`src/logic/lin_uart_ctl_defines.vh`:
```
// offsets, field positions, reset values and counts for the lin uart control block
`ifndef LIN_UART_CTL_DEFINES_VH
`define LIN_UART_CTL_DEFINES_VH
// register indices, byte address is four times the index
`define IDX_CTL1      30'h00ffe203
`define IDX_VIEW      30'h00ffe20c
`define IDX_STATUS    30'h00ffe20d
`define IDX_MASK      30'h00ffe20e
`define IDX_BITPER    30'h00ffe20f
// view codes
`define VIEW_FILTER   3'h1
`define VIEW_LIN      3'h2
// view register fields
`define VW_SEL_LSB    0
`define VW_NINEBIT    3
`define VW_PARITY     4
`define VW_BRKGO      5
// lin view fields
`define LIN_MST       7
`define LIN_SLV       6
`define LIN_AUTOBAUD_ENABLE_BIT      5
`define LIN_AUTOBAUD_IRQ_ENABLE     4
`define LIN_ST_LSB    2
`define LIN_BL_LSB    0
// filter view fields
`define NF_EN         7
`define NF_SPARE      6
`define NF_CODE_LSB   3
// lin states
`define ST_SLEEP      2'h0
`define ST_WAITBRK    2'h1
`define ST_AUTOBAUD   2'h2
`define ST_ACTIVE     2'h3
// status bits
`define SB_ABDONE     0
`define SB_BRKDET     1
`define SB_BRKSENT    2
// reset values and counts
`define RST_BYTE      8'h00
`define RST_VIEW      3'h0
`define RST_BITPER    16'h0400
`define BRK_DET_BITS  4'hb
`define BRK_TX_BASE   5'hd
`define SYNC_FALLS    3'h4
`define RESP_OKAY     2'h0
`define RESP_SLVERR   2'h2
`endif

```
`src/logic/lin_uart_ctl.v`:
```
// lin uart control: noise filter, lin state machine, autobaud, break, axi4-lite slave
`include "lin_uart_ctl_defines.vh"
module lin_uart_ctl #(
	parameter [15:0] BIT_PERIOD_RST = `RST_BITPER
) (
	input  wire        clk,
	input  wire        rst,
	input  wire [31:0] awaddr,
	input  wire [2:0]  awprot,
	input  wire        awvalid,
	output wire        awready,
	input  wire [31:0] wdata,
	input  wire [3:0]  wstrb,
	input  wire        wvalid,
	output wire        wready,
	output wire [1:0]  bresp,
	output wire        bvalid,
	input  wire        bready,
	input  wire [31:0] araddr,
	input  wire [2:0]  arprot,
	input  wire        arvalid,
	output wire        arready,
	output wire [31:0] rdata,
	output wire [1:0]  rresp,
	output wire        rvalid,
	input  wire        rready,
	input  wire        rxIn,
	output wire        rxFiltered,
	output wire        txOut,
	output wire        linMaster,
	output wire        linSlave,
	output wire        nineBitFraming,
	output wire        parityOn,
	output wire [7:0]  otherCtl,
	output wire        irq
);
	localparam [2:0] DET_IDLE = 3'h1;
	localparam [2:0] DET_LOW  = 3'h2;
	localparam [2:0] DET_SYNC = 3'h4;

	localparam [2:0] SEL_NONE   = 3'h0;
	localparam [2:0] SEL_CTL1   = 3'h1;
	localparam [2:0] SEL_VIEW   = 3'h2;
	localparam [2:0] SEL_STATUS = 3'h3;
	localparam [2:0] SEL_MASK   = 3'h4;
	localparam [2:0] SEL_BITPER = 3'h5;

	// one select alone, and no framing option that lin cannot carry
	function modeQual;
		input sel;
		input other;
		input nine;
		input par;
		begin
			modeQual = sel & ~other & ~nine & ~par;
		end
	endfunction

	// counter span for a width code: 4 bits at code 0 up to 11 bits at code 7
	function [10:0] filtSpan;
		input [2:0] code;
		begin
			filtSpan = 11'h7ff >> (3'h7 - code);
		end
	endfunction

	function [2:0] regSel;
		input [31:0] a;
		begin
			case (a[31:2])
				`IDX_CTL1:   regSel = SEL_CTL1;
				`IDX_VIEW:   regSel = SEL_VIEW;
				`IDX_STATUS: regSel = SEL_STATUS;
				`IDX_MASK:   regSel = SEL_MASK;
				`IDX_BITPER: regSel = SEL_BITPER;
				default:     regSel = SEL_NONE;
			endcase
		end
	endfunction

	reg        bvalid_ff;
	reg [1:0]  bresp_ff;
	reg        rvalid_ff;
	reg [1:0]  rresp_ff;
	reg [31:0] rdata_ff;
	reg [2:0]  view_ff;
	reg        nineBit_ff;
	reg        parity_ff;
	reg        filtEn_ff;
	reg        filtSpare_ff;
	reg [2:0]  filtCode_ff;
	reg        lin_master_select_ff;
	reg        lin_slave_select_ff;
	reg        autobaud_enable_bit_ff;
	reg        autobaud_irq_enable_ff;
	reg [1:0]  lin_state_field_ff;
	reg [1:0]  brkLen_ff;
	reg [7:0]  other_ff;
	reg [2:0]  status_ff;
	reg [2:0]  mask_ff;
	reg [15:0] bitPer_ff;
	reg [10:0] filtCnt_ff;
	reg        filtOut_ff;
	reg        rxUse_ff;
	reg        rxPrev_ff;
	reg [2:0]  det_ff;
	reg [23:0] detCnt_ff;
	reg [2:0]  falls_ff;
	reg [20:0] brkCnt_ff;
	reg        txOut_ff;

	wire       wrFire = awvalid & wvalid & ~bvalid_ff;
	wire       rdFire = arvalid & ~rvalid_ff;
	wire [2:0] wSel   = regSel(awaddr);
	wire [2:0] rSel   = regSel(araddr);
	wire       wb0    = wrFire & wstrb[0];
	wire       wrCtl1 = wb0 & (wSel == SEL_CTL1);
	wire       wrLin  = wrCtl1 & (view_ff == `VIEW_LIN);
	wire       wrFilt = wrCtl1 & (view_ff == `VIEW_FILTER);
	wire       wrView = wb0 & (wSel == SEL_VIEW);

	assign awready = wrFire;
	assign wready  = wrFire;
	assign bvalid  = bvalid_ff;
	assign bresp   = bresp_ff;
	assign arready = rdFire;
	assign rvalid  = rvalid_ff;
	assign rresp   = rresp_ff;
	assign rdata   = rdata_ff;

	// mode qualification: each select needs the other and both framing options clear
	assign linMaster      = modeQual(lin_master_select_ff, lin_slave_select_ff, nineBit_ff, parity_ff);
	assign linSlave       = modeQual(lin_slave_select_ff, lin_master_select_ff, nineBit_ff, parity_ff);
	assign nineBitFraming = nineBit_ff;
	assign parityOn       = parity_ff;
	assign otherCtl       = other_ff;
	assign rxFiltered     = rxUse_ff;
	assign txOut          = txOut_ff;
	assign irq            = |(status_ff & mask_ff);

	// ctl1 read view follows the view code
	reg [7:0] ctl1Rd;
	always @* begin
		case (view_ff)
			`VIEW_FILTER: ctl1Rd = {filtEn_ff, filtSpare_ff, filtCode_ff, 3'h0};
			`VIEW_LIN:    ctl1Rd = {lin_master_select_ff, lin_slave_select_ff, autobaud_enable_bit_ff, autobaud_irq_enable_ff,
				lin_state_field_ff, brkLen_ff};
			default:      ctl1Rd = other_ff;
		endcase
	end

	reg [31:0] rdMux;
	always @* begin
		case (rSel)
			SEL_CTL1:   rdMux = {24'h000000, ctl1Rd};
			SEL_VIEW:   rdMux = {27'h0000000, parity_ff, nineBit_ff, view_ff};
			SEL_STATUS: rdMux = {29'h00000000, status_ff};
			SEL_MASK:   rdMux = {29'h00000000, mask_ff};
			SEL_BITPER: rdMux = {16'h0000, bitPer_ff};
			default:    rdMux = 32'h00000000;
		endcase
	end

	// axi write response channel
	always @(posedge clk or posedge rst) begin
		if (rst) begin
			bvalid_ff <= 1'b0;
			bresp_ff  <= `RESP_OKAY;
		end else if (wrFire) begin
			bvalid_ff <= 1'b1;
			bresp_ff  <= (wSel == SEL_NONE) ? `RESP_SLVERR : `RESP_OKAY;
		end else if (bready) begin
			bvalid_ff <= 1'b0;
		end
	end

	// axi read data channel; rdata is captured at the take and held
	always @(posedge clk or posedge rst) begin
		if (rst) begin
			rvalid_ff <= 1'b0;
			rresp_ff  <= `RESP_OKAY;
			rdata_ff  <= 32'h00000000;
		end else if (rdFire) begin
			rvalid_ff <= 1'b1;
			rresp_ff  <= (rSel == SEL_NONE) ? `RESP_SLVERR : `RESP_OKAY;
			rdata_ff  <= rdMux;
		end else if (rready) begin
			rvalid_ff <= 1'b0;
		end
	end

	// configuration registers
	always @(posedge clk or posedge rst) begin
		if (rst) begin
			view_ff      <= `RST_VIEW;
			nineBit_ff   <= 1'b0;
			parity_ff    <= 1'b0;
			filtEn_ff    <= 1'b0;
			filtSpare_ff <= 1'b0;
			filtCode_ff  <= 3'h0;
			lin_master_select_ff      <= 1'b0;
			lin_slave_select_ff      <= 1'b0;
			autobaud_enable_bit_ff      <= 1'b0;
			autobaud_irq_enable_ff     <= 1'b0;
			brkLen_ff    <= 2'h0;
			other_ff     <= `RST_BYTE;
			mask_ff      <= 3'h0;
		end else begin
			if (wrView) begin
				view_ff    <= wdata[`VW_SEL_LSB +: 3];
				nineBit_ff <= wdata[`VW_NINEBIT];
				parity_ff  <= wdata[`VW_PARITY];
			end
			if (wrFilt) begin
				filtEn_ff    <= wdata[`NF_EN];
				filtSpare_ff <= wdata[`NF_SPARE];
				filtCode_ff  <= wdata[`NF_CODE_LSB +: 3];
			end
			if (wrLin) begin
				lin_master_select_ff   <= wdata[`LIN_MST];
				lin_slave_select_ff   <= wdata[`LIN_SLV];
				autobaud_enable_bit_ff   <= wdata[`LIN_AUTOBAUD_ENABLE_BIT];
				autobaud_irq_enable_ff  <= wdata[`LIN_AUTOBAUD_IRQ_ENABLE];
				brkLen_ff <= wdata[`LIN_BL_LSB +: 2];
			end
			if (wrCtl1 && view_ff != `VIEW_FILTER && view_ff != `VIEW_LIN)
				other_ff <= wdata[7:0];
			if (wb0 && wSel == SEL_MASK)
				mask_ff <= wdata[2:0];
		end
	end

	// noise filter: saturating up/down counter, output flips only at the rails
	wire [10:0] fMax = filtSpan(filtCode_ff);
	always @(posedge clk or posedge rst) begin
		if (rst)
			filtCnt_ff <= 11'h7ff;
		else if (filtCnt_ff > fMax)
			filtCnt_ff <= fMax;
		else if (rxIn && filtCnt_ff != fMax)
			filtCnt_ff <= filtCnt_ff + 11'h001;
		else if (!rxIn && filtCnt_ff != 11'h000)
			filtCnt_ff <= filtCnt_ff - 11'h001;
	end

	// a glitch must outlast the whole span to flip the output
	always @(posedge clk or posedge rst) begin
		if (rst) begin
			filtOut_ff <= 1'b1;
			rxUse_ff   <= 1'b1;
			rxPrev_ff  <= 1'b1;
		end else begin
			if (filtCnt_ff == fMax)
				filtOut_ff <= 1'b1;
			else if (filtCnt_ff == 11'h000)
				filtOut_ff <= 1'b0;
			rxUse_ff  <= filtEn_ff ? filtOut_ff : rxIn;
			rxPrev_ff <= rxUse_ff;
		end
	end

	// break detection and sync measurement for the slave
	wire [19:0] brkThresh = {4'h0, bitPer_ff} * {16'h0000, `BRK_DET_BITS};
	wire        fallEdge  = rxPrev_ff & ~rxUse_ff;
	wire        stateOk   = (lin_state_field_ff == `ST_WAITBRK) || (lin_state_field_ff == `ST_AUTOBAUD);
	reg  [2:0]  nxt_det;
	reg  [1:0]  nxt_lin_state_field;
	reg         brkSeen;
	reg         abDone;
	always @* begin
		nxt_det      = det_ff;
		nxt_lin_state_field = lin_state_field_ff;
		brkSeen      = 1'b0;
		abDone       = 1'b0;
		case (det_ff)
			DET_IDLE: begin
				if (linSlave && lin_state_field_ff == `ST_WAITBRK && !rxUse_ff)
					nxt_det = DET_LOW;
			end
			DET_LOW: begin
				if (rxUse_ff) begin
					nxt_det = DET_IDLE;
					if (detCnt_ff >= {4'h0, brkThresh}) begin
						brkSeen = 1'b1;
						if (autobaud_enable_bit_ff) begin
							nxt_lin_state_field = `ST_AUTOBAUD;
							nxt_det      = DET_SYNC;
						end else
							nxt_lin_state_field = `ST_ACTIVE;
					end
				end
			end
			DET_SYNC: begin
				if (fallEdge && falls_ff == `SYNC_FALLS) begin
					abDone       = 1'b1;
					nxt_lin_state_field = `ST_ACTIVE;
					nxt_det      = DET_IDLE;
				end
			end
			default: nxt_det = DET_IDLE;
		endcase
		// leaving slave mode or a software move to sleep or active aborts the sequence
		if (!linSlave || !stateOk)
			nxt_det = DET_IDLE;
		// a software write always wins, master included
		if (wrLin)
			nxt_lin_state_field = wdata[`LIN_ST_LSB +: 2];
	end

	always @(posedge clk or posedge rst) begin
		if (rst) begin
			det_ff      <= DET_IDLE;
			detCnt_ff   <= 24'h000000;
			falls_ff    <= 3'h0;
			lin_state_field_ff <= `ST_SLEEP;
			bitPer_ff   <= BIT_PERIOD_RST;
		end else begin
			det_ff      <= nxt_det;
			lin_state_field_ff <= nxt_lin_state_field;
			if (nxt_det != det_ff) begin
				detCnt_ff <= 24'h000001;
				falls_ff  <= 3'h0;
			end else if (det_ff == DET_SYNC && fallEdge && falls_ff == 3'h0) begin
				detCnt_ff <= 24'h000001;
				falls_ff  <= 3'h1;
			end else begin
				if (detCnt_ff != 24'hffffff)
					detCnt_ff <= detCnt_ff + 24'h000001;
				if (fallEdge)
					falls_ff <= falls_ff + 3'h1;
			end
			// sync byte spans eight bit times between first and fifth fall
			if (abDone)
				bitPer_ff <= detCnt_ff[18:3];
			else if (wrFire && wSel == SEL_BITPER) begin
				if (wstrb[0])
					bitPer_ff[7:0] <= wdata[7:0];
				if (wstrb[1])
					bitPer_ff[15:8] <= wdata[15:8];
			end
		end
	end

	// master break transmit, started from the view register
	wire        brkGo   = wrView & wdata[`VW_BRKGO] & linMaster &
		(lin_state_field_ff == `ST_ACTIVE) & (brkCnt_ff == 21'h000000);
	wire [7:0]  brkBits = {3'h0, `BRK_TX_BASE} + {6'h00, brkLen_ff};
	wire [20:0] brkLoad = {13'h0000, brkBits} * {5'h00, bitPer_ff};
	wire        brkEnd  = (brkCnt_ff == 21'h000001);
	always @(posedge clk or posedge rst) begin
		if (rst) begin
			brkCnt_ff <= 21'h000000;
			txOut_ff  <= 1'b1;
		end else begin
			if (brkGo)
				brkCnt_ff <= brkLoad;
			else if (brkCnt_ff != 21'h000000)
				brkCnt_ff <= brkCnt_ff - 21'h000001;
			txOut_ff <= ~(brkGo | (brkCnt_ff > 21'h000001));
		end
	end

	// sticky status, cleared by reading; a new event in the read cycle survives
	wire [2:0] evSet = {brkEnd, brkSeen, abDone & autobaud_irq_enable_ff & linSlave};
	wire       stClr = rdFire & (rSel == SEL_STATUS);
	wire [2:0] nxt_status;
	genvar     sb;
	generate
		for (sb = 0; sb < 3; sb = sb + 1) begin : g_status
			assign nxt_status[sb] = evSet[sb] | (status_ff[sb] & ~stClr);
		end
	endgenerate
	always @(posedge clk or posedge rst) begin
		if (rst)
			status_ff <= 3'h0;
		else
			status_ff <= nxt_status;
	end
endmodule // lin_uart_ctl

```
`config.mk`:
```
export PLATFORM = sky130hd
export DESIGN_NAME = lin_uart_ctl
export DESIGN_NICKNAME = d
export VERILOG_FILES = /design/src/logic/lin_uart_ctl.v
export VERILOG_INCLUDE_DIRS = /design/src /design/src/logic
export SDC_FILE = /design/constraint.sdc
export NUM_CORES = 1
export LEC_CHECK = 0
export ABC_AREA = 1
export BUFFER_PORTS_ARGS = -buffer_cell sky130_fd_sc_hd__buf_2
export CORE_MARGIN = 2
export CORE_UTILIZATION = 50
export CTS_BUF_LIST = sky130_fd_sc_hd__clkbuf_8 sky130_fd_sc_hd__clkbuf_16
export DETAILED_ROUTE_END_ITERATION = 12
export GPL_TIMING_DRIVEN = 0
export PLACE_DENSITY = 0.77
export SYNTH_ARGS = -nofsm -noshare
export SYNTH_HDL_FRONTEND = slang
export SYNTH_SLANG_ARGS = --single-unit
```
`constraint.sdc`:
```
create_clock -name clk -period 6.1 [get_ports clk]
set_input_delay 0.305 -clock clk [delete_from_list [all_inputs] [get_ports clk]]
set_output_delay 0.305 -clock clk [all_outputs]
set_load 0.01 [all_outputs]
```
### Yosys cells after proc, flatten, opt, wreduce, memory -nomap -nowiden

Cells that the tools add are included.

| storage, ports and cells | value |
|---|---|
| output and inout port bits | 56 |
| RAM bits | 0 |
| word-level logic and storage cells | 206 |
| register bits after elaboration | 152 |
| memories kept | 0 |
| ROM bits | 0 |
| bits in latches | 0 |

| cells by class | value |
|---|---|
| $mul | 2 |
| order comparisons | 3 |
| div/mod/pow operators | 0 |
| equal/unequal tests | 38 |
| mux-type cells | 46 |
| reductions and logical operators | 39 |
| bitwise logic cells | 39 |
| add/sub/neg operators | 7 |
| shift operators | 1 |

Operators with widths:

| cell | number |
|---|---|
| $eq 30x24->1 const B | 10 |
| $pmux 16 s5 | 1 |
| $mux 24 | 3 |
| $mux 21 | 2 |
| $mux 11 | 3 |
| $mux 16 | 2 |
| $pmux 3 s5 | 2 |
| $mux 3 | 9 |
| $and 1x1->1 | 25 |
| $add 24x1->24 const B | 1 |
| $ge 24x20->1 | 1 |
| $ne 24x24->1 const B | 1 |
| $eq 21x1->1 const B | 1 |
| $gt 21x1->1 const B | 1 |
| $logic_not 21->1 | 1 |
| $mul 5x16->21 | 1 |
| $reduce_bool 21->1 | 1 |
| $sub 21x1->21 const B | 1 |
| $mul 16x4->20 const B | 1 |
| $eq 3x3->1 const B | 6 |
| $mux 8 | 2 |
| $pmux 8 s2 | 1 |
| $eq 3x2->1 const B | 5 |
| $reduce_bool 2->1 | 7 |
| 33 further kinds | 87 |

### Longest topological paths before layout

| logic depth | value |
|---|---|
| depth after elaboration | 11 |
| gate-level depth with buffers | 29 |

### Worst setup path after synthesis

Ideal clock, no wire load.

| timing path | value |
|---|---|
| path type | register to register |
| from | reg bitPer_ff[4] |
| to | reg detCnt_ff[2] |
| path buffers | 1 |
| clock period less this slack | 4.296 ns |
| setup slack | 1.804 ns |
| stages on the path, launching flop included | 29 |
| library setup time | 0.128 ns |
| data arrival time | 4.169 ns |
| cells stage by stage | dfrtp_1 ha_1 inv_1 fa_1 inv_1 ha_1 nand2_1 o21ai_0 a21oi_1 o21ai_0 nand3_1 nand2_1 a21oi_1 xor2_1 ha_1 nand2_1 nor2_1 nand4_1 nor2_1 nand2_1 nand3_1 nand3_1 nand2_1 nand2_1 nand2_1 nand2_1 nand3_4 buf_12 nor2_4 |

| between the ends | value |
|---|---|
| word-level cells in the longest chain between the ends | 8 |

Ends and longest elaborated chain:

| item | RTL line | RTL |
|---|---|---|
| start: declaration | lin_uart_ctl.v:101 | `reg [15:0] bitPer_ff;` |
| start signal: assignment | lin_uart_ctl.v:334 | `bitPer_ff <= detCnt_ff[18:3];` |
| start signal: assignment | lin_uart_ctl.v:337 | `bitPer_ff[7:0] <= wdata[7:0];` |
| $mul 16x4->20 (*) | lin_uart_ctl.v:263 | `` wire [19:0] brkThresh = {4'h0, bitPer_ff} * {16'h0000, `BRK_DET_BITS}; `` |
| $ge 24x20->1 (*) | lin_uart_ctl.v:283 | `if (detCnt_ff >= {4'h0, brkThresh}) begin` |
| $mux 3 (*) | lin_uart_ctl.v:283 |  |
| $mux 3 (*) | lin_uart_ctl.v:281 | `if (rxUse_ff) begin` |
| $pmux 3 s3 (*) | lin_uart_ctl.v:275 | `case (det_ff)` |
| $mux 3 (*) | lin_uart_ctl.v:303 | `if (!linSlave \|\| !stateOk)` |
| $ne 3x3->1 (*) | lin_uart_ctl.v:320 | `if (nxt_det != det_ff) begin` |
| $reduce_bool 3->1 (no line) / $mux 24 (equally long branches) | - |  |
| end signal: assignment | lin_uart_ctl.v:328 | `detCnt_ff <= detCnt_ff + 24'h000001;` |
| end: declaration | lin_uart_ctl.v:107 | `reg [23:0] detCnt_ff;` |

Mark *: on every way between the ends. The rest lies on a longest branch, timed or not.
A chain may end at the register's enable or synchronous reset.

### Worst setup path in the final report

| timing path | value |
|---|---|
| from | reg bitPer_ff[4] |
| to | reg detCnt_ff[13] |

The elaborated chain is that of the path after synthesis.

==> impl_metrics.toml <==
[run_status]
status = "finished clean"

[floorplan]
rows = 57
fp.coreArea_mm2 = 0.02439
dieWidth_um = 161.8
die_h_um = 161.8
dieArea_mm2 = 0.02617
io_pins = 170
start_util_pct = 51.02

[synthesis]
synth_cell_types = 60
ys_warn_count = 0
synth_area_mm2 = 0.01244
avgSynthCellArea_um2 = 7.399
ys_seq_area_share_pct = 27.12
synth_seq_cells = 134
synthCells = 1682

[clocking]
clkSinkCount = 134
cts-resized-gates = 0
cts_buffers = 17
insertion_delay_ns = 0.44
cts_root_buffer = "clkbuf_16"
cts_tree = "done"
path_clk_slew_ns = 0.06
htree_levels = 4
cts.path.max_buffers = 2

[timing]
fin_setup_tns_ns = 0
finalSetupViolCount = 0
hold_violations = 0
min_period_ns = 5.135
drv_slew = 0
fin_skew_ns = 0.01217
slew_headroom_pct = 50.21
rsz0062_at_grt = "no"
fin_crit_sh_pct = 84.18
worst_pin_slew_ns = 0.7469
max_freq_ghz = 0.1947

[global_routing]
antenna_found_initial = 0
grt_use_total_pct = 25.33
grt_max_degree = 82
grt_pass1_wl_mm = 54.05
grt_pass1_vias = 11560
grt_remaining_overflow = 0

[run]
cap_violations = 0

[setup_path]
critPathCaptureType = "flip-flop"
cp_common_cell = "nand2_1"
arrival_ns = 5.45
slowest_delay_ns = 0.52
crit_required_ns = 6.41
crit_slowest_cell = "dfrtp_1"
critical_path_class = "flip-flop to flip-flop"
cp-start-kind = "flip-flop"
cp_max_fo = 10

[route]
routed-via-count = 11530
dr.pass1.iters = 6
vias_per_cell = 5.288
drc = 0
drt_wl_total_mm = 31.89
antenna_left = 0
routedWlPerCell_um = 14.62
drt-initial-drc-count = 886

[place]
hpwl_mm = 25.47
numPortBuffers = 123
placed_cell_area_mm2 = 0.01357
gp_congestion = 0.9387
dp.cells = 2148

[power_and_ir_drop]
ir_drop_v = 0.0001933
p_leak_nw = 7.373
power.total_mw = 3.019
p_per_area_mw_per_mm2 = 212.7

[cells_and_area]
instances_no_fill = 2181
diodes = 0
fin_nets = 2122
drive_above_1_share_pct = 14.97
area_growth_pct = 14.03
fillers = 2250
fin_area_mm2 = 0.01419
fin_util_pct = 58.18

[worst_hold_path]
hold_path_class = "input pin to flip-flop"
==> placed cells by master (no fill, tap or decap), types with 10 or more instances in the layout <==
cell type and instances:
a21oi_1 79, buf_2 129, buf_4 20, clkbuf_1 32, clkbuf_16 17, conb_1 19, dfrtp_1 117, dfstp_2 17
fa_1 42, ha_1 122, inv_1 232, inv_2 17, nand2_1 395, nand3_1 72, nand4_1 23, nor2_1 149
nor2_4 20, nor3_1 31, o21ai_0 115, o21ai_1 25, o31ai_1 10, xnor2_1 14, xor2_1 48
==> sequential cells by signal, summed over array words and instances, names as in the netlist, 8 cells and up <==
signal	count
detCnt_ff	24
brkCnt_ff	21
bitPer_ff	16
rdata	16
filtCnt_ff	11
otherCtl	8
==> worst max-delay path: cells and delay by family, from the launching register on <==
family,cells,cell delay (ns)
compound gates,4,0.98
xor+xnor,1,0.15
fa+ha+maj,4,1.46
buf+inv,3,0.29
flops,1,0.52
simple gates,16,1.59
==> final timing paths <==
kind                       slack, ns          from  cells past startpoint             to
setup / recovery                0.97  bitPer_ff[4]                     28  detCnt_ff[13]
hold / removal                  0.06        rready                      2         rvalid
setup reg to reg                0.97  bitPer_ff[4]                     28  detCnt_ff[13]
hold reg to reg                 0.39    rxFiltered                      0      rxPrev_ff
max in group asynchronous       4.83           rst                      4      det_ff[0]
min in group asynchronous       0.45           rst                      3       rresp[1]
==> synthesized netlist by cell type (all sizes together) <==
cell type	count	area share, %
nand2	400	12
inv	249	7.5
nor2	174	6.6
o21ai	140	5.6
ha	122	12
dfrtp	117	24
a21oi	80	3.3
nand3	78	3.4
xor2	48	3.4
fa	42	6.8
nor3	37	1.8
clkbuf	32	0.97
buf	29	1.9
nand4	24	1.3
dfstp	17	3.6
xnor2	14	0.99
nor4	12	0.95
o31ai	10	0.60
or2	7	0.35
o22ai	6	0.30
a31oi	5	0.25
a22o	4	0.28
nor3b	4	0.28
a21o	3	0.18
a221oi	3	0.21
clkinv	3	0.10
a21boi	2	0.12
a31o	2	0.14
and2	2	0.10
and3	2	0.10
nand3b	2	0.12
o211ai	2	0.12
o21bai	2	0.12
a211oi	1	0.10
a311oi	1	0.12
a32o	1	0.080
conb	1	0.030
mux2	1	0.090
o2111a	1	0.090
o21a	1	0.060
o221ai	1	0.070
==> per-layer routing <==
metal  up-vias  GRT usage (%)  routed length, um
li1       5718              -                  -
met1      5422          31.95              13650
met2       318          43.44              15490
met3        75          3.447               1517
met4         0          11.18               1229
met5         -              0                  0
==> kinds of logic after synthesis <==
kind of cell,share of synthesized area [%]
simple gates,27.15
buf+inv,10.44
compound gates,11.79
fa+ha+maj,19.02
flops,27.12
xor+xnor,4.364
other cells,0.03013
mux,0.09048
==> final cells by class <==
cell class	count	area, um2	area share (%)
multi-input cells	1253	7839	55.24
flip-flops and latches	134	3374	23.78
inverters	252	952.2	6.710
repair buffers	125	653.1	4.603
clock buffers	18	439.2	3.095
well taps	324	405.4	2.857
plain buffers	61	351.6	2.478
clock inverters	14	175.2	1.234
==> metrics by stage <==
step | hold WS [ns] | setup slack, ns
after floorplan | 0.3877 | 1.804
after global placement | 0.3785 | 0.5969
after detailed placement | 0.3756 | 1.032
after CTS | 0.06343 | 0.9295
after global routing | 0.06827 | 0.6154
final | 0.06342 | 0.9651
==> power breakdown <==
part / switching, mW / internal, mW
logic: 0.555 / 0.359
clock network: 0.430 / 0.658
registers: 0.0528 / 0.964
total: 1.04 / 1.98
==> what timing repair did <==
| action | CTS | global route |
|---|---|---|
| endpoints found under the setup margin | 0 | 0 |
| hold buffers | 1 | 0 |
| setup buffers | 0 | 0 |
| hold endpoints to repair | 51 | 0 |
No activity file was read; power rests on OpenSTA's default activity.
